File: src/logic/cgc_pkg.sv
package cgc_pkg;
	// Register byte addresses on the AXI4-Lite slave.
	localparam logic [3:0] SYSCLK_CTRL_OFS = 4'h0;
	localparam logic [3:0] LOWPWR_CTRL_OFS = 4'h4;
	localparam logic [3:0] STATUS_OFS = 4'h8;
	// System clock control field positions.
	localparam int INHIBIT_BIT = 7;
	localparam int SWITCH_TIMING_BIT = 3;
	localparam int BUS_SEL_LSB = 0;
	localparam int BUS_SEL_W = 3;
	// Low-power control field positions.
	localparam int FACTOR_LSB = 0;
	localparam int FACTOR_W = 2;
	localparam int KEEP_ZERO_LSB = 2;
	localparam int KEEP_ZERO_W = 2;
	// Status register field positions.
	localparam int ST_FACTOR_LSB = 0;
	localparam int ST_PENDING_BIT = 2;
	localparam int ST_MODE_LSB = 4;
	// Reset values.
	localparam logic [7:0] SYSCLK_CTRL_RST = 8'h00;
	localparam logic [7:0] LOWPWR_CTRL_RST = 8'h00;
	// Bus clock select codes.
	localparam logic [2:0] BUS_FULL = 3'h0;
	localparam logic [2:0] BUS_DIV_MAX = 3'h5;
	// Factor codes.
	localparam logic [1:0] FACTOR_X1 = 2'h0;
	localparam logic [1:0] FACTOR_BAD = 2'h3;
	// AXI responses.
	localparam logic [1:0] RESP_OKAY = 2'h0;
	localparam logic [1:0] RESP_SLVERR = 2'h2;
	// Power modes, Gray coded along the usual path.
	typedef enum logic [2:0] {
		MODE_HIGH = 3'h0,
		MODE_MEDIUM = 3'h1,
		MODE_SLEEP = 3'h3,
		MODE_SW_STANDBY = 3'h2,
		MODE_HW_STANDBY = 3'h6
	} cgc_mode_t;
endpackage

File: src/logic/cgc_divider.sv
`timescale 1ns/10ps
// Free-running divide chain; tap k toggles at clk/2^(k+1) as an enable.
module cgc_divider #(
	parameter int STAGES = 5
) (
	// Clock and reset.
	input wire logic aclk,
	input wire logic aresetn,
	input wire logic clk_en,
	// Divided enables.
	output logic [STAGES-1:0] tick
);
	initial begin
		if (STAGES < 1 || STAGES > 16) begin
			$error("cgc_divider: STAGES out of range");
		end
	end
	logic [STAGES-1:0] count_r;
	logic [STAGES-1:0] count_nxt;
	assign count_nxt = count_r + {{(STAGES-1){1'b0}}, 1'b1};
	always_ff @(posedge aclk) begin
		if (!aresetn) begin
			count_r <= '0;
		end else if (clk_en) begin
			count_r <= count_nxt;
		end
	end
	// Tap k fires once every 2^(k+1) cycles.
	for (genvar k = 0; k < STAGES; k++) begin : g_tap
		assign tick[k] = clk_en && (&count_r[k:0]);
	end
endmodule

File: src/logic/cgc_clock_control.sv
// The register offsets and the AXI4-Lite slave port were left to the implementer.
`timescale 1ns/10ps
module cgc_clock_control #(
	parameter int DIV_STAGES = 5,
	parameter int WAKE_CYCLES = 16
) (
	// Clock, reset and enable.
	input wire logic aclk,
	input wire logic aresetn,
	input wire logic clk_en,
	// AXI4-Lite write address and data.
	input wire logic [3:0] s_axi_awaddr,
	input wire logic s_axi_awvalid,
	output logic s_axi_awready,
	input wire logic [31:0] s_axi_wdata,
	input wire logic [3:0] s_axi_wstrb,
	input wire logic s_axi_wvalid,
	output logic s_axi_wready,
	// AXI4-Lite write response.
	output logic [1:0] s_axi_bresp,
	output logic s_axi_bvalid,
	input wire logic s_axi_bready,
	// AXI4-Lite read.
	input wire logic [3:0] s_axi_araddr,
	input wire logic s_axi_arvalid,
	output logic s_axi_arready,
	output logic [31:0] s_axi_rdata,
	output logic [1:0] s_axi_rresp,
	output logic s_axi_rvalid,
	input wire logic s_axi_rready,
	// Power state.
	input wire logic sleep_req,
	input wire logic sw_standby_req,
	input wire logic hw_standby,
	input wire logic wake_req,
	// Clock outputs.
	output logic bus_clk_en,
	output logic [1:0] pll_factor,
	output logic clk_pin_o,
	output logic clk_pin_oe,
	output logic standby_active
);
	initial begin
		if (DIV_STAGES != 5 || WAKE_CYCLES < 1 || WAKE_CYCLES > 65535) begin
			$error("cgc_clock_control: unsupported parameters");
		end
	end

	logic [7:0] sysclk_ctrl_r;
	logic [7:0] lowpwr_ctrl_r;
	logic [1:0] factor_r;
	logic [15:0] wake_cnt_r;
	cgc_pkg::cgc_mode_t mode_r;
	cgc_pkg::cgc_mode_t mode_nxt;
	logic [31:0] rdata_nxt;
	logic aw_held_r, w_held_r;
	logic [3:0] awaddr_r;
	logic [31:0] wdata_r;
	logic wstrb0_r;

	// Write channel: address and data accepted in either order.
	assign s_axi_awready = clk_en && !aw_held_r && !s_axi_bvalid;
	assign s_axi_wready = clk_en && !w_held_r && !s_axi_bvalid;
	wire aw_take = s_axi_awvalid && s_axi_awready;
	wire w_take = s_axi_wvalid && s_axi_wready;
	wire aw_have = aw_held_r || aw_take;
	wire w_have = w_held_r || w_take;
	wire [3:0] wa = aw_held_r ? awaddr_r : s_axi_awaddr;
	wire [31:0] wd = w_held_r ? wdata_r : s_axi_wdata;
	wire ws = w_held_r ? wstrb0_r : s_axi_wstrb[0];
	wire wr_do = clk_en && aw_have && w_have && !s_axi_bvalid;
	wire wr_sys = wr_do && ws && wa == cgc_pkg::SYSCLK_CTRL_OFS;
	wire wr_low = wr_do && ws && wa == cgc_pkg::LOWPWR_CTRL_OFS;
	wire wr_ok = wa == cgc_pkg::SYSCLK_CTRL_OFS
		|| wa == cgc_pkg::LOWPWR_CTRL_OFS || wa == cgc_pkg::STATUS_OFS;

	// Reserved bits six to four never store a one, so they read zero.
	wire [7:0] sys_wmask = 8'h8f;
	// Bits three and two are plain storage; software keeps them zero.
	wire [7:0] low_wmask = 8'h0f;
	wire [7:0] sys_nxt = wd[7:0] & sys_wmask;
	wire [7:0] low_nxt = wd[7:0] & low_wmask;

	wire inhibit = sysclk_ctrl_r[cgc_pkg::INHIBIT_BIT];
	wire immediate = sysclk_ctrl_r[cgc_pkg::SWITCH_TIMING_BIT];
	wire [2:0] bus_sel =
		sysclk_ctrl_r[cgc_pkg::BUS_SEL_LSB +: cgc_pkg::BUS_SEL_W];
	wire [1:0] req_factor =
		lowpwr_ctrl_r[cgc_pkg::FACTOR_LSB +: cgc_pkg::FACTOR_W];
	wire factor_pending = req_factor != factor_r;

	// Power mode sequencing.
	always_comb begin
		mode_nxt = mode_r;
		unique case (mode_r)
			cgc_pkg::MODE_HIGH, cgc_pkg::MODE_MEDIUM: begin
				if (sw_standby_req) begin
					mode_nxt = cgc_pkg::MODE_SW_STANDBY;
				end else if (sleep_req) begin
					mode_nxt = cgc_pkg::MODE_SLEEP;
				end else if (bus_sel == cgc_pkg::BUS_FULL) begin
					mode_nxt = cgc_pkg::MODE_HIGH;
				end else begin
					mode_nxt = cgc_pkg::MODE_MEDIUM;
				end
			end
			cgc_pkg::MODE_SLEEP: begin
				if (wake_req) begin
					mode_nxt = cgc_pkg::MODE_HIGH;
				end
			end
			cgc_pkg::MODE_SW_STANDBY: begin
				// The oscillator restarts only after the wait has run out.
				if (wake_cnt_r == 16'h0000 && wake_req) begin
					mode_nxt = cgc_pkg::MODE_HIGH;
				end
			end
			cgc_pkg::MODE_HW_STANDBY: begin
				mode_nxt = cgc_pkg::MODE_HIGH;
			end
			default: begin
				mode_nxt = cgc_pkg::MODE_HIGH;
			end
		endcase
		if (hw_standby) begin
			mode_nxt = cgc_pkg::MODE_HW_STANDBY;
		end
	end

	wire enter_standby = mode_r != cgc_pkg::MODE_SW_STANDBY
		&& mode_nxt == cgc_pkg::MODE_SW_STANDBY;

	always_ff @(posedge aclk) begin
		if (!aresetn) begin
			sysclk_ctrl_r <= cgc_pkg::SYSCLK_CTRL_RST;
			lowpwr_ctrl_r <= cgc_pkg::LOWPWR_CTRL_RST;
			factor_r <= cgc_pkg::FACTOR_X1;
			mode_r <= cgc_pkg::MODE_HIGH;
			wake_cnt_r <= 16'h0000;
		end else if (clk_en) begin
			mode_r <= mode_nxt;
			if (wr_sys) begin
				sysclk_ctrl_r <= sys_nxt;
			end
			if (wr_low) begin
				lowpwr_ctrl_r <= low_nxt;
			end
			// A prohibited factor code is never applied.
			if (req_factor != cgc_pkg::FACTOR_BAD) begin
				if (immediate || enter_standby) begin
					factor_r <= req_factor;
				end
			end
			if (enter_standby) begin
				wake_cnt_r <= 16'(WAKE_CYCLES);
			end else if (wake_cnt_r != 16'h0000) begin
				wake_cnt_r <= wake_cnt_r - 16'h0001;
			end
		end
	end

	// Write handshake bookkeeping.
	always_ff @(posedge aclk) begin
		if (!aresetn) begin
			aw_held_r <= 1'b0;
			w_held_r <= 1'b0;
			awaddr_r <= 4'h0;
			wdata_r <= 32'h0000_0000;
			wstrb0_r <= 1'b0;
			s_axi_bvalid <= 1'b0;
			s_axi_bresp <= cgc_pkg::RESP_OKAY;
		end else if (clk_en) begin
			if (wr_do) begin
				aw_held_r <= 1'b0;
				w_held_r <= 1'b0;
				s_axi_bvalid <= 1'b1;
				s_axi_bresp <= wr_ok ? cgc_pkg::RESP_OKAY : cgc_pkg::RESP_SLVERR;
			end else begin
				if (aw_take) begin
					aw_held_r <= 1'b1;
					awaddr_r <= s_axi_awaddr;
				end
				if (w_take) begin
					w_held_r <= 1'b1;
					wdata_r <= s_axi_wdata;
					wstrb0_r <= s_axi_wstrb[0];
				end
				if (s_axi_bready) begin
					s_axi_bvalid <= 1'b0;
				end
			end
		end
	end

	// Read channel.
	assign s_axi_arready = clk_en && !s_axi_rvalid;
	wire ar_take = s_axi_arvalid && s_axi_arready;
	wire [7:0] status = {1'b0, mode_r, 1'b0, factor_pending, factor_r};
	wire rd_sys = s_axi_araddr == cgc_pkg::SYSCLK_CTRL_OFS;
	wire rd_low = s_axi_araddr == cgc_pkg::LOWPWR_CTRL_OFS;
	wire rd_st = s_axi_araddr == cgc_pkg::STATUS_OFS;
	assign rdata_nxt = rd_sys ? {24'h000000, sysclk_ctrl_r}
		: rd_low ? {24'h000000, lowpwr_ctrl_r}
		: rd_st ? {24'h000000, status} : 32'h0000_0000;
	always_ff @(posedge aclk) begin
		if (!aresetn) begin
			s_axi_rvalid <= 1'b0;
			s_axi_rdata <= 32'h0000_0000;
			s_axi_rresp <= cgc_pkg::RESP_OKAY;
		end else if (clk_en) begin
			if (ar_take) begin
				s_axi_rvalid <= 1'b1;
				s_axi_rdata <= rdata_nxt;
				s_axi_rresp <= (rd_sys || rd_low || rd_st)
					? cgc_pkg::RESP_OKAY : cgc_pkg::RESP_SLVERR;
			end else if (s_axi_rready) begin
				s_axi_rvalid <= 1'b0;
			end
		end
	end

	// Medium-speed divider and bus clock selection.
	logic [DIV_STAGES-1:0] tick;
	cgc_divider #(.STAGES(DIV_STAGES)) u_div (
		.aclk(aclk),
		.aresetn(aresetn),
		.clk_en(clk_en),
		.tick(tick)
	);
	// Codes above the largest divider leave full speed; software avoids them.
	wire bus_en_nxt = (bus_sel == cgc_pkg::BUS_FULL
		|| bus_sel > cgc_pkg::BUS_DIV_MAX) ? clk_en
		: tick[3'(bus_sel - 3'h1)];

	wire in_hw = mode_r == cgc_pkg::MODE_HW_STANDBY;
	wire in_sw = mode_r == cgc_pkg::MODE_SW_STANDBY;
	always_ff @(posedge aclk) begin
		if (!aresetn) begin
			clk_pin_o <= 1'b0;
			clk_pin_oe <= 1'b1;
		end else if (clk_en) begin
			clk_pin_oe <= !in_hw;
			// The pin shows a half-rate copy of the clock since it is registered.
			clk_pin_o <= (in_sw || inhibit) ? 1'b1 : !clk_pin_o;
		end
	end

	assign bus_clk_en = bus_en_nxt && !in_sw && !in_hw;
	assign pll_factor = factor_r;
	assign standby_active = in_sw || in_hw;
endmodule

File: config.mk
export PLATFORM = sky130hd
export DESIGN_NAME = cgc_clock_control
export DESIGN_NICKNAME = d
export VERILOG_FILES = /design/src/logic/cgc_pkg.sv /design/src/logic/cgc_divider.sv /design/src/logic/cgc_clock_control.sv
export SDC_FILE = /design/constraint.sdc
export NUM_CORES = 1
export LEC_CHECK = 0
export ABC_AREA = 1
export BUFFER_PORTS_ARGS = -buffer_cell sky130_fd_sc_hd__buf_2
export CAP_MARGIN = 0
export CORE_ASPECT_RATIO = 1.75
export CORE_MARGIN = 2
export CORE_UTILIZATION = 47
export CTS_CLUSTER_DIAMETER = 30
export DETAILED_ROUTE_END_ITERATION = 8
export PLACE_DENSITY = 0.84
export SYNTH_ARGS = -nofsm -noshare
export SYNTH_HDL_FRONTEND = slang
export SYNTH_SLANG_ARGS = --single-unit
File: constraint.sdc
create_clock -name aclk -period 4.9 [get_ports aclk]
set_input_delay 0.245 -clock aclk [delete_from_list [all_inputs] [get_ports aclk]]
set_output_delay 0.245 -clock aclk [all_outputs]
set_load 0.01 [all_outputs]
==> Word level (Yosys, flattened, before mapping) <==
Cells that the tools add are included.
{ "op_classes": {"addsub": 3, "order_cmp": 2, "eq_ne": 12, "mux": 29, "bitwise": 1, "reduce_logical": 68} }
{ "op_table": {"columns": ["operator", "n"], "rows": [
  ["2-to-1 mux 16 bit", 2],
  ["logical AND 1 bit", 23],
  ["AND reduction 2 bit", 10],
  ["logical NOT 16 bit", 1],
  ["2-to-1 mux 8 bit", 2],
  ["nonzero test 16 bit", 1],
  ["subtractor 16 x 1 -> 16 bit (second input constant)", 1],
  ["2-to-1 mux 7 bit", 2],
  ["2-to-1 mux 1 bit", 13],
  ["AND reduction 3 bit", 4],
  ["logical OR 1 bit", 10],
  ["nonzero test 2 bit", 5],
  ["equality test 3 x 2 -> 1 bit (second input constant)", 3],
  ["2-to-1 mux 3 bit", 3],
  ["case mux 3 bit (3 select lines)", 1],
  ["equality test 4 x 3 -> 1 bit (second input constant)", 2],
  ["equality test 4 bit (second input constant)", 2],
  ["logical NOT 4 bit", 2],
  ["2-to-1 mux 2 bit", 4],
  ["logical NOT 1 bit", 7],
  ["logical NOT 3 bit", 2],
  ["adder 5 x 1 -> 5 bit (second input constant)", 1],
  ["AND reduction 5 bit", 1],
  ["less-than comparator 3 x 4 -> 1 bit (second input constant)", 1],
  ["other kinds (12)", 12]
]} }
{ "word_totals": {"regBits": 90, "inputBits": 56, "output_inout_bits": 47, "elab_cells": 133} }

==> Depth between registers and ports, before layout <==
{ "depth": {"word_depth": 11, "mapped_depth": 13, "depth_no_buf": 13} }

==> By module <==
From an unflattened synthesis, not the netlist that was laid out.
{ "unflattened": {"hier_cells": 505, "hier_area_um2": 3549.7} }
{ "by_module_without_submodules": {"columns": ["mod", "instances", "cells_each", "area_per_inst_um2", "seq_area_each_um2"], "rows": [
  ["cgc_clock_control", 1, 465, 3255.6, 1121.1],
  ["cgc_divider", 1, 40, 294.0, 100.1]
]} }

==> Least setup slack after synthesis <==
Ideal clock, no wire load.
{ "synth_path": {"path_type": "register -> output", "from": "register sysclk_ctrl_r[0]", "to": "output bus_clk_en", "arrival_ps": 1587, "required_time_ps": 4655, "slack_ps": 3068, "path_stages_with_launch": 9, "path_buffers": 0, "path_cell_list": "dfxtp_1 -> inv_1 -> ha_1 -> ha_1 -> nor2_1 -> nand3_1 -> o21ai_0 -> a21oi_1 -> a211oi_1"} }
{ "synth_between": {"elab_chain_len": 6, "elab_cells_between_ends": 9, "classes_between": "add/sub: 1; order compare: 1; mux: 3; reduce/logical: 4"} }
{ "synth_lines": {"columns": ["element", "line_no", "rtl"], "rows": [
  ["from (decl)", "cgc_clock_control.sv:49", "logic [7:0] sysclk_ctrl_r;"],
  ["from (signal assigned)", "cgc_clock_control.sv:135", "sysclk_ctrl_r <= cgc_pkg::SYSCLK_CTRL_RST;"],
  ["from (signal assigned)", "cgc_clock_control.sv:143", "sysclk_ctrl_r <= sys_nxt;"],
  ["subtractor 3 x 1 -> 3 bit", "cgc_clock_control.sv:233", ": tick[3'(bus_sel - 3'h1)];"],
  ["binary-select mux 1 bit (select 3 bit)", "cgc_clock_control.sv:233", null],
  ["2-to-1 mux 1 bit (implied by the code)", "cgc_clock_control.sv:233", null],
  ["2-to-1 mux 1 bit (*)", "cgc_clock_control.sv:232", "|| bus_sel > cgc_pkg::BUS_DIV_MAX) ? clk_en"],
  ["logical AND 1 bit (*) (2 in a row)", "cgc_clock_control.sv:248", "assign bus_clk_en = bus_en_nxt && !in_sw && !in_hw;"],
  ["to (decl)", "cgc_clock_control.sv:37", "output logic bus_clk_en,"]
]} }
Every way passes the cells marked *; elsewhere a longest branch is shown, timed or not. The select of a mux whose other input is x is not followed.

==> Worst setup path in the final report <==
Ends and elaborated chain as after synthesis.

==> metrics <==
status=completed; fmax=396 MHz; power share of the combinational group=0.348; Worst Path Required=4660 ps; Total Routing Usage GR=0.210; number of synthesized flops with an enable pin=0; Remaining Overflow, GRT=0; ys async rst share=0; internal power=1140 uW; Period minus WS final=2530 ps; vias per cell=5.22; area delta synth->final=13.0%; Syn Std Cell Area=3370 um2; post-route cell area=3800 um2; Row Count=40; # diodes=0; Clock Latency Late Sink=330 ps; maxcap violations=0; cell taking the most area after synthesis=dfxtp_1; Die Area=7890 um2; Psw=687 uW; CTS Buffer Depth=2; die span in x=68.0 um; final hold viol count=0; final wirelength=7740 um; DRC viols=0; CTS clock-pin slew for the worst setup and hold paths=50 ps; chip height=116 um; Area contributors post-synth=dfxtp_1, nand2_1, a21oi_1; initial antenna violation count=0; gpl congestion=0.930; count leader, synth=nand2_1; largest net degree at the start of global routing=42; leakage=0.00179 uW; CTS Buf Count=9; Flop pwr share=0.338; CP max FO=7; cells along the critical path=inv_1, ha_1, ha_1, nor2_1, nand3_1, o21ai_0, a21oi_1, a211oi_1, buf_2; routed via count=3189; initial DRC count=268; slowest stage delay, CP=400 ps; Yosys warning total=0; Resized Gates After CTS=0; Ports=103; Max VDD drop=231 uV; final slew viol count=0; largest family of logic cells by synthesized area=simple AND/OR/NAND/NOR gates; Synth Area in XOR/XNOR=0.0312; CTS Sinks=61; power density over cell area=480 nW/um2; Routed Antenna Nets=0; HP Class=primary input to register; drt wl/cell=12.7 um; final worst path period share=0.516; PortBufs=46; max_slew headroom=0.533; CTS tree=built; Yosys top cell area share=0.363; HPWL Detailed=5710 um; RSZ-0062 raised after global routing=false; CP bufs+invs=2; Initial Util=0.488; Fillers=659; vias in the first global route=2934; Avg Cell Area, Syn=6.97 um2; post-synthesis sequential area ratio=0.363; CTS Hold Buffers Added=0; master of the slowest instance on the critical path=dfxtp_1; layout cells sized above 1=0.156; Placed Area=3530 um2; Most common cell on crit path=ha_1; switch share=0.376; first-pass GRT wire length=12700 um; Core Region=6910 um2; post-CTS setup buffer count=0; Worst Tran Pin Value=699 ps; H-tree levels=3; Worst Setup End Kind=output port; Worst EP arrival=2280 ps; Crit Path Class=register to output port; Clk pwr share=0.314; compound-gate portion of the synthesized area=0.181; number of synthesized register bits=61; Clock Skew=6.84 ps; main flop type after synthesis=dfxtp_1; simple-gate share of the synthesized area=0.247; Mapped Cells=483; final net count=586; clk root buf=clkbuf_16; Sum Neg Setup Slack=0 ps; Post-Synth Adder-Cell Area=0.0297; Crit path max-delay family=adder cells; hold slack=183 ps; Commonest cells post-synth=nand2_1, dfxtp_1, inv_1; Setup crit start kind=register; drt pass-1 iters=5; synth unique cells=37; endpoints failing setup=0; multiplexer share of the synthesized area=0
## tightest hold or removal path: stages
cell     delay [ps]
buf_2            80
nand2_1          40
nand2_1          50
a21oi_1          50
## cells by family (layout without fill, tap and decap cells)
group / count (synthesis) / count (layout)
and+or+nand+nor: 184 / 184
buffers and inverters: 103 / 122
AOI/OAI and AO/OA: 114 / 114
adders and majority gates: 8 / 8
DFF: 61 / 61
other: 1 / 26
xor gates and xnor gates: 12 / 12
## worst paths after layout
check	endpoint	slack (ps)	depth (start not counted)	startpoint
setup reg to reg	wake_cnt_r[2]	2750	12	sysclk_ctrl_r[0]
setup / recovery	bus_clk_en	2370	9	sysclk_ctrl_r[0]
hold reg to reg	awaddr_r[3]	450	2	awaddr_r[3]
hold / removal	s_axi_rvalid	180	4	s_axi_rready
## cell type report
type,count,area (um2),share of cell area
flip-flops and latches,61,1220,0.321
clock inverters,6,38.8,0.0102
clock buffers,10,239,0.0628
multi-input cells,344,1750,0.459
well taps,84,105,0.0276
inverters,60,225,0.0592
repair buffers,46,230,0.0605
## layer usage
metal,track usage,up-vias,routed length (um)
met2,0.381,110,4230
met4,0.113,0,242
li1,-,1607,-
met1,0.217,1450,2870
met3,0.0456,22,395
met5,0,-,0
## power by group through the flow
stage	combinational [uW]	clock [uW]	sequential [uW]
2_1_floorplan	524	0	614
3_3_place_gp	599	0	623
3_5_place_dp	614	0	626
4_1_cts	624	582	617
5_1_grt	729	602	625
6_report	636	573	618
## per-stage QoR
step	util	setup WS, ps	instances	power, uW
6_report	0.551	2370	611	1830
3_3_place_gp	0.511	2800	595	1220
5_1_grt	0.551	2260	611	1960
4_1_cts	0.551	2400	611	1820
3_5_place_dp	0.511	2720	595	1240
2_1_floorplan	-	3070	508	1140
## cell usage in the layout (no fill, tap or decap)
master	netlist	final
a211oi_1	2	2
a21oi_1	51	51
a221oi_1	2	2
a22oi_1	1	1
a31oi_1	2	2
a41oi_1	1	1
buf_2	3	46
clkbuf_16	0	9
clkbuf_8	0	1
clkinv_1	1	1
clkinv_2	0	3
clkinv_4	0	1
clkinvlp_4	0	2
conb_1	1	26
dfxtp_1	61	61
ha_1	8	8
inv_1	55	55
inv_2	4	4
nand2_1	81	81
nand2_2	1	1
nand2_4	4	4
nand3_1	19	19
nand3_2	2	2
nand4_1	13	13
nor2_1	53	53
nor2_2	6	6
nor3_1	1	1
nor3_2	1	1
nor3_4	1	1
nor4_1	1	1
o211ai_1	4	4
o21ai_0	47	47
o21ai_1	1	1
o21bai_1	1	1
o221ai_1	1	1
o31ai_1	1	1
or2_2	1	1
xnor2_1	3	3
xor2_1	9	9
## registers in the layout, summed over array words and instances, names as in the netlist, 2 cells and up
| signal | flops |
|---|---|
| awaddr_r | 4 |
| u_div.count_r | 5 |
| wdata_r | 5 |
| mode_r | 3 |
| sysclk_ctrl_r | 5 |
| s_axi_rdata | 8 |
| pll_factor | 2 |
| wake_cnt_r | 16 |
| lowpwr_ctrl_r | 4 |
No activity file was read; power rests on OpenSTA's default activity.
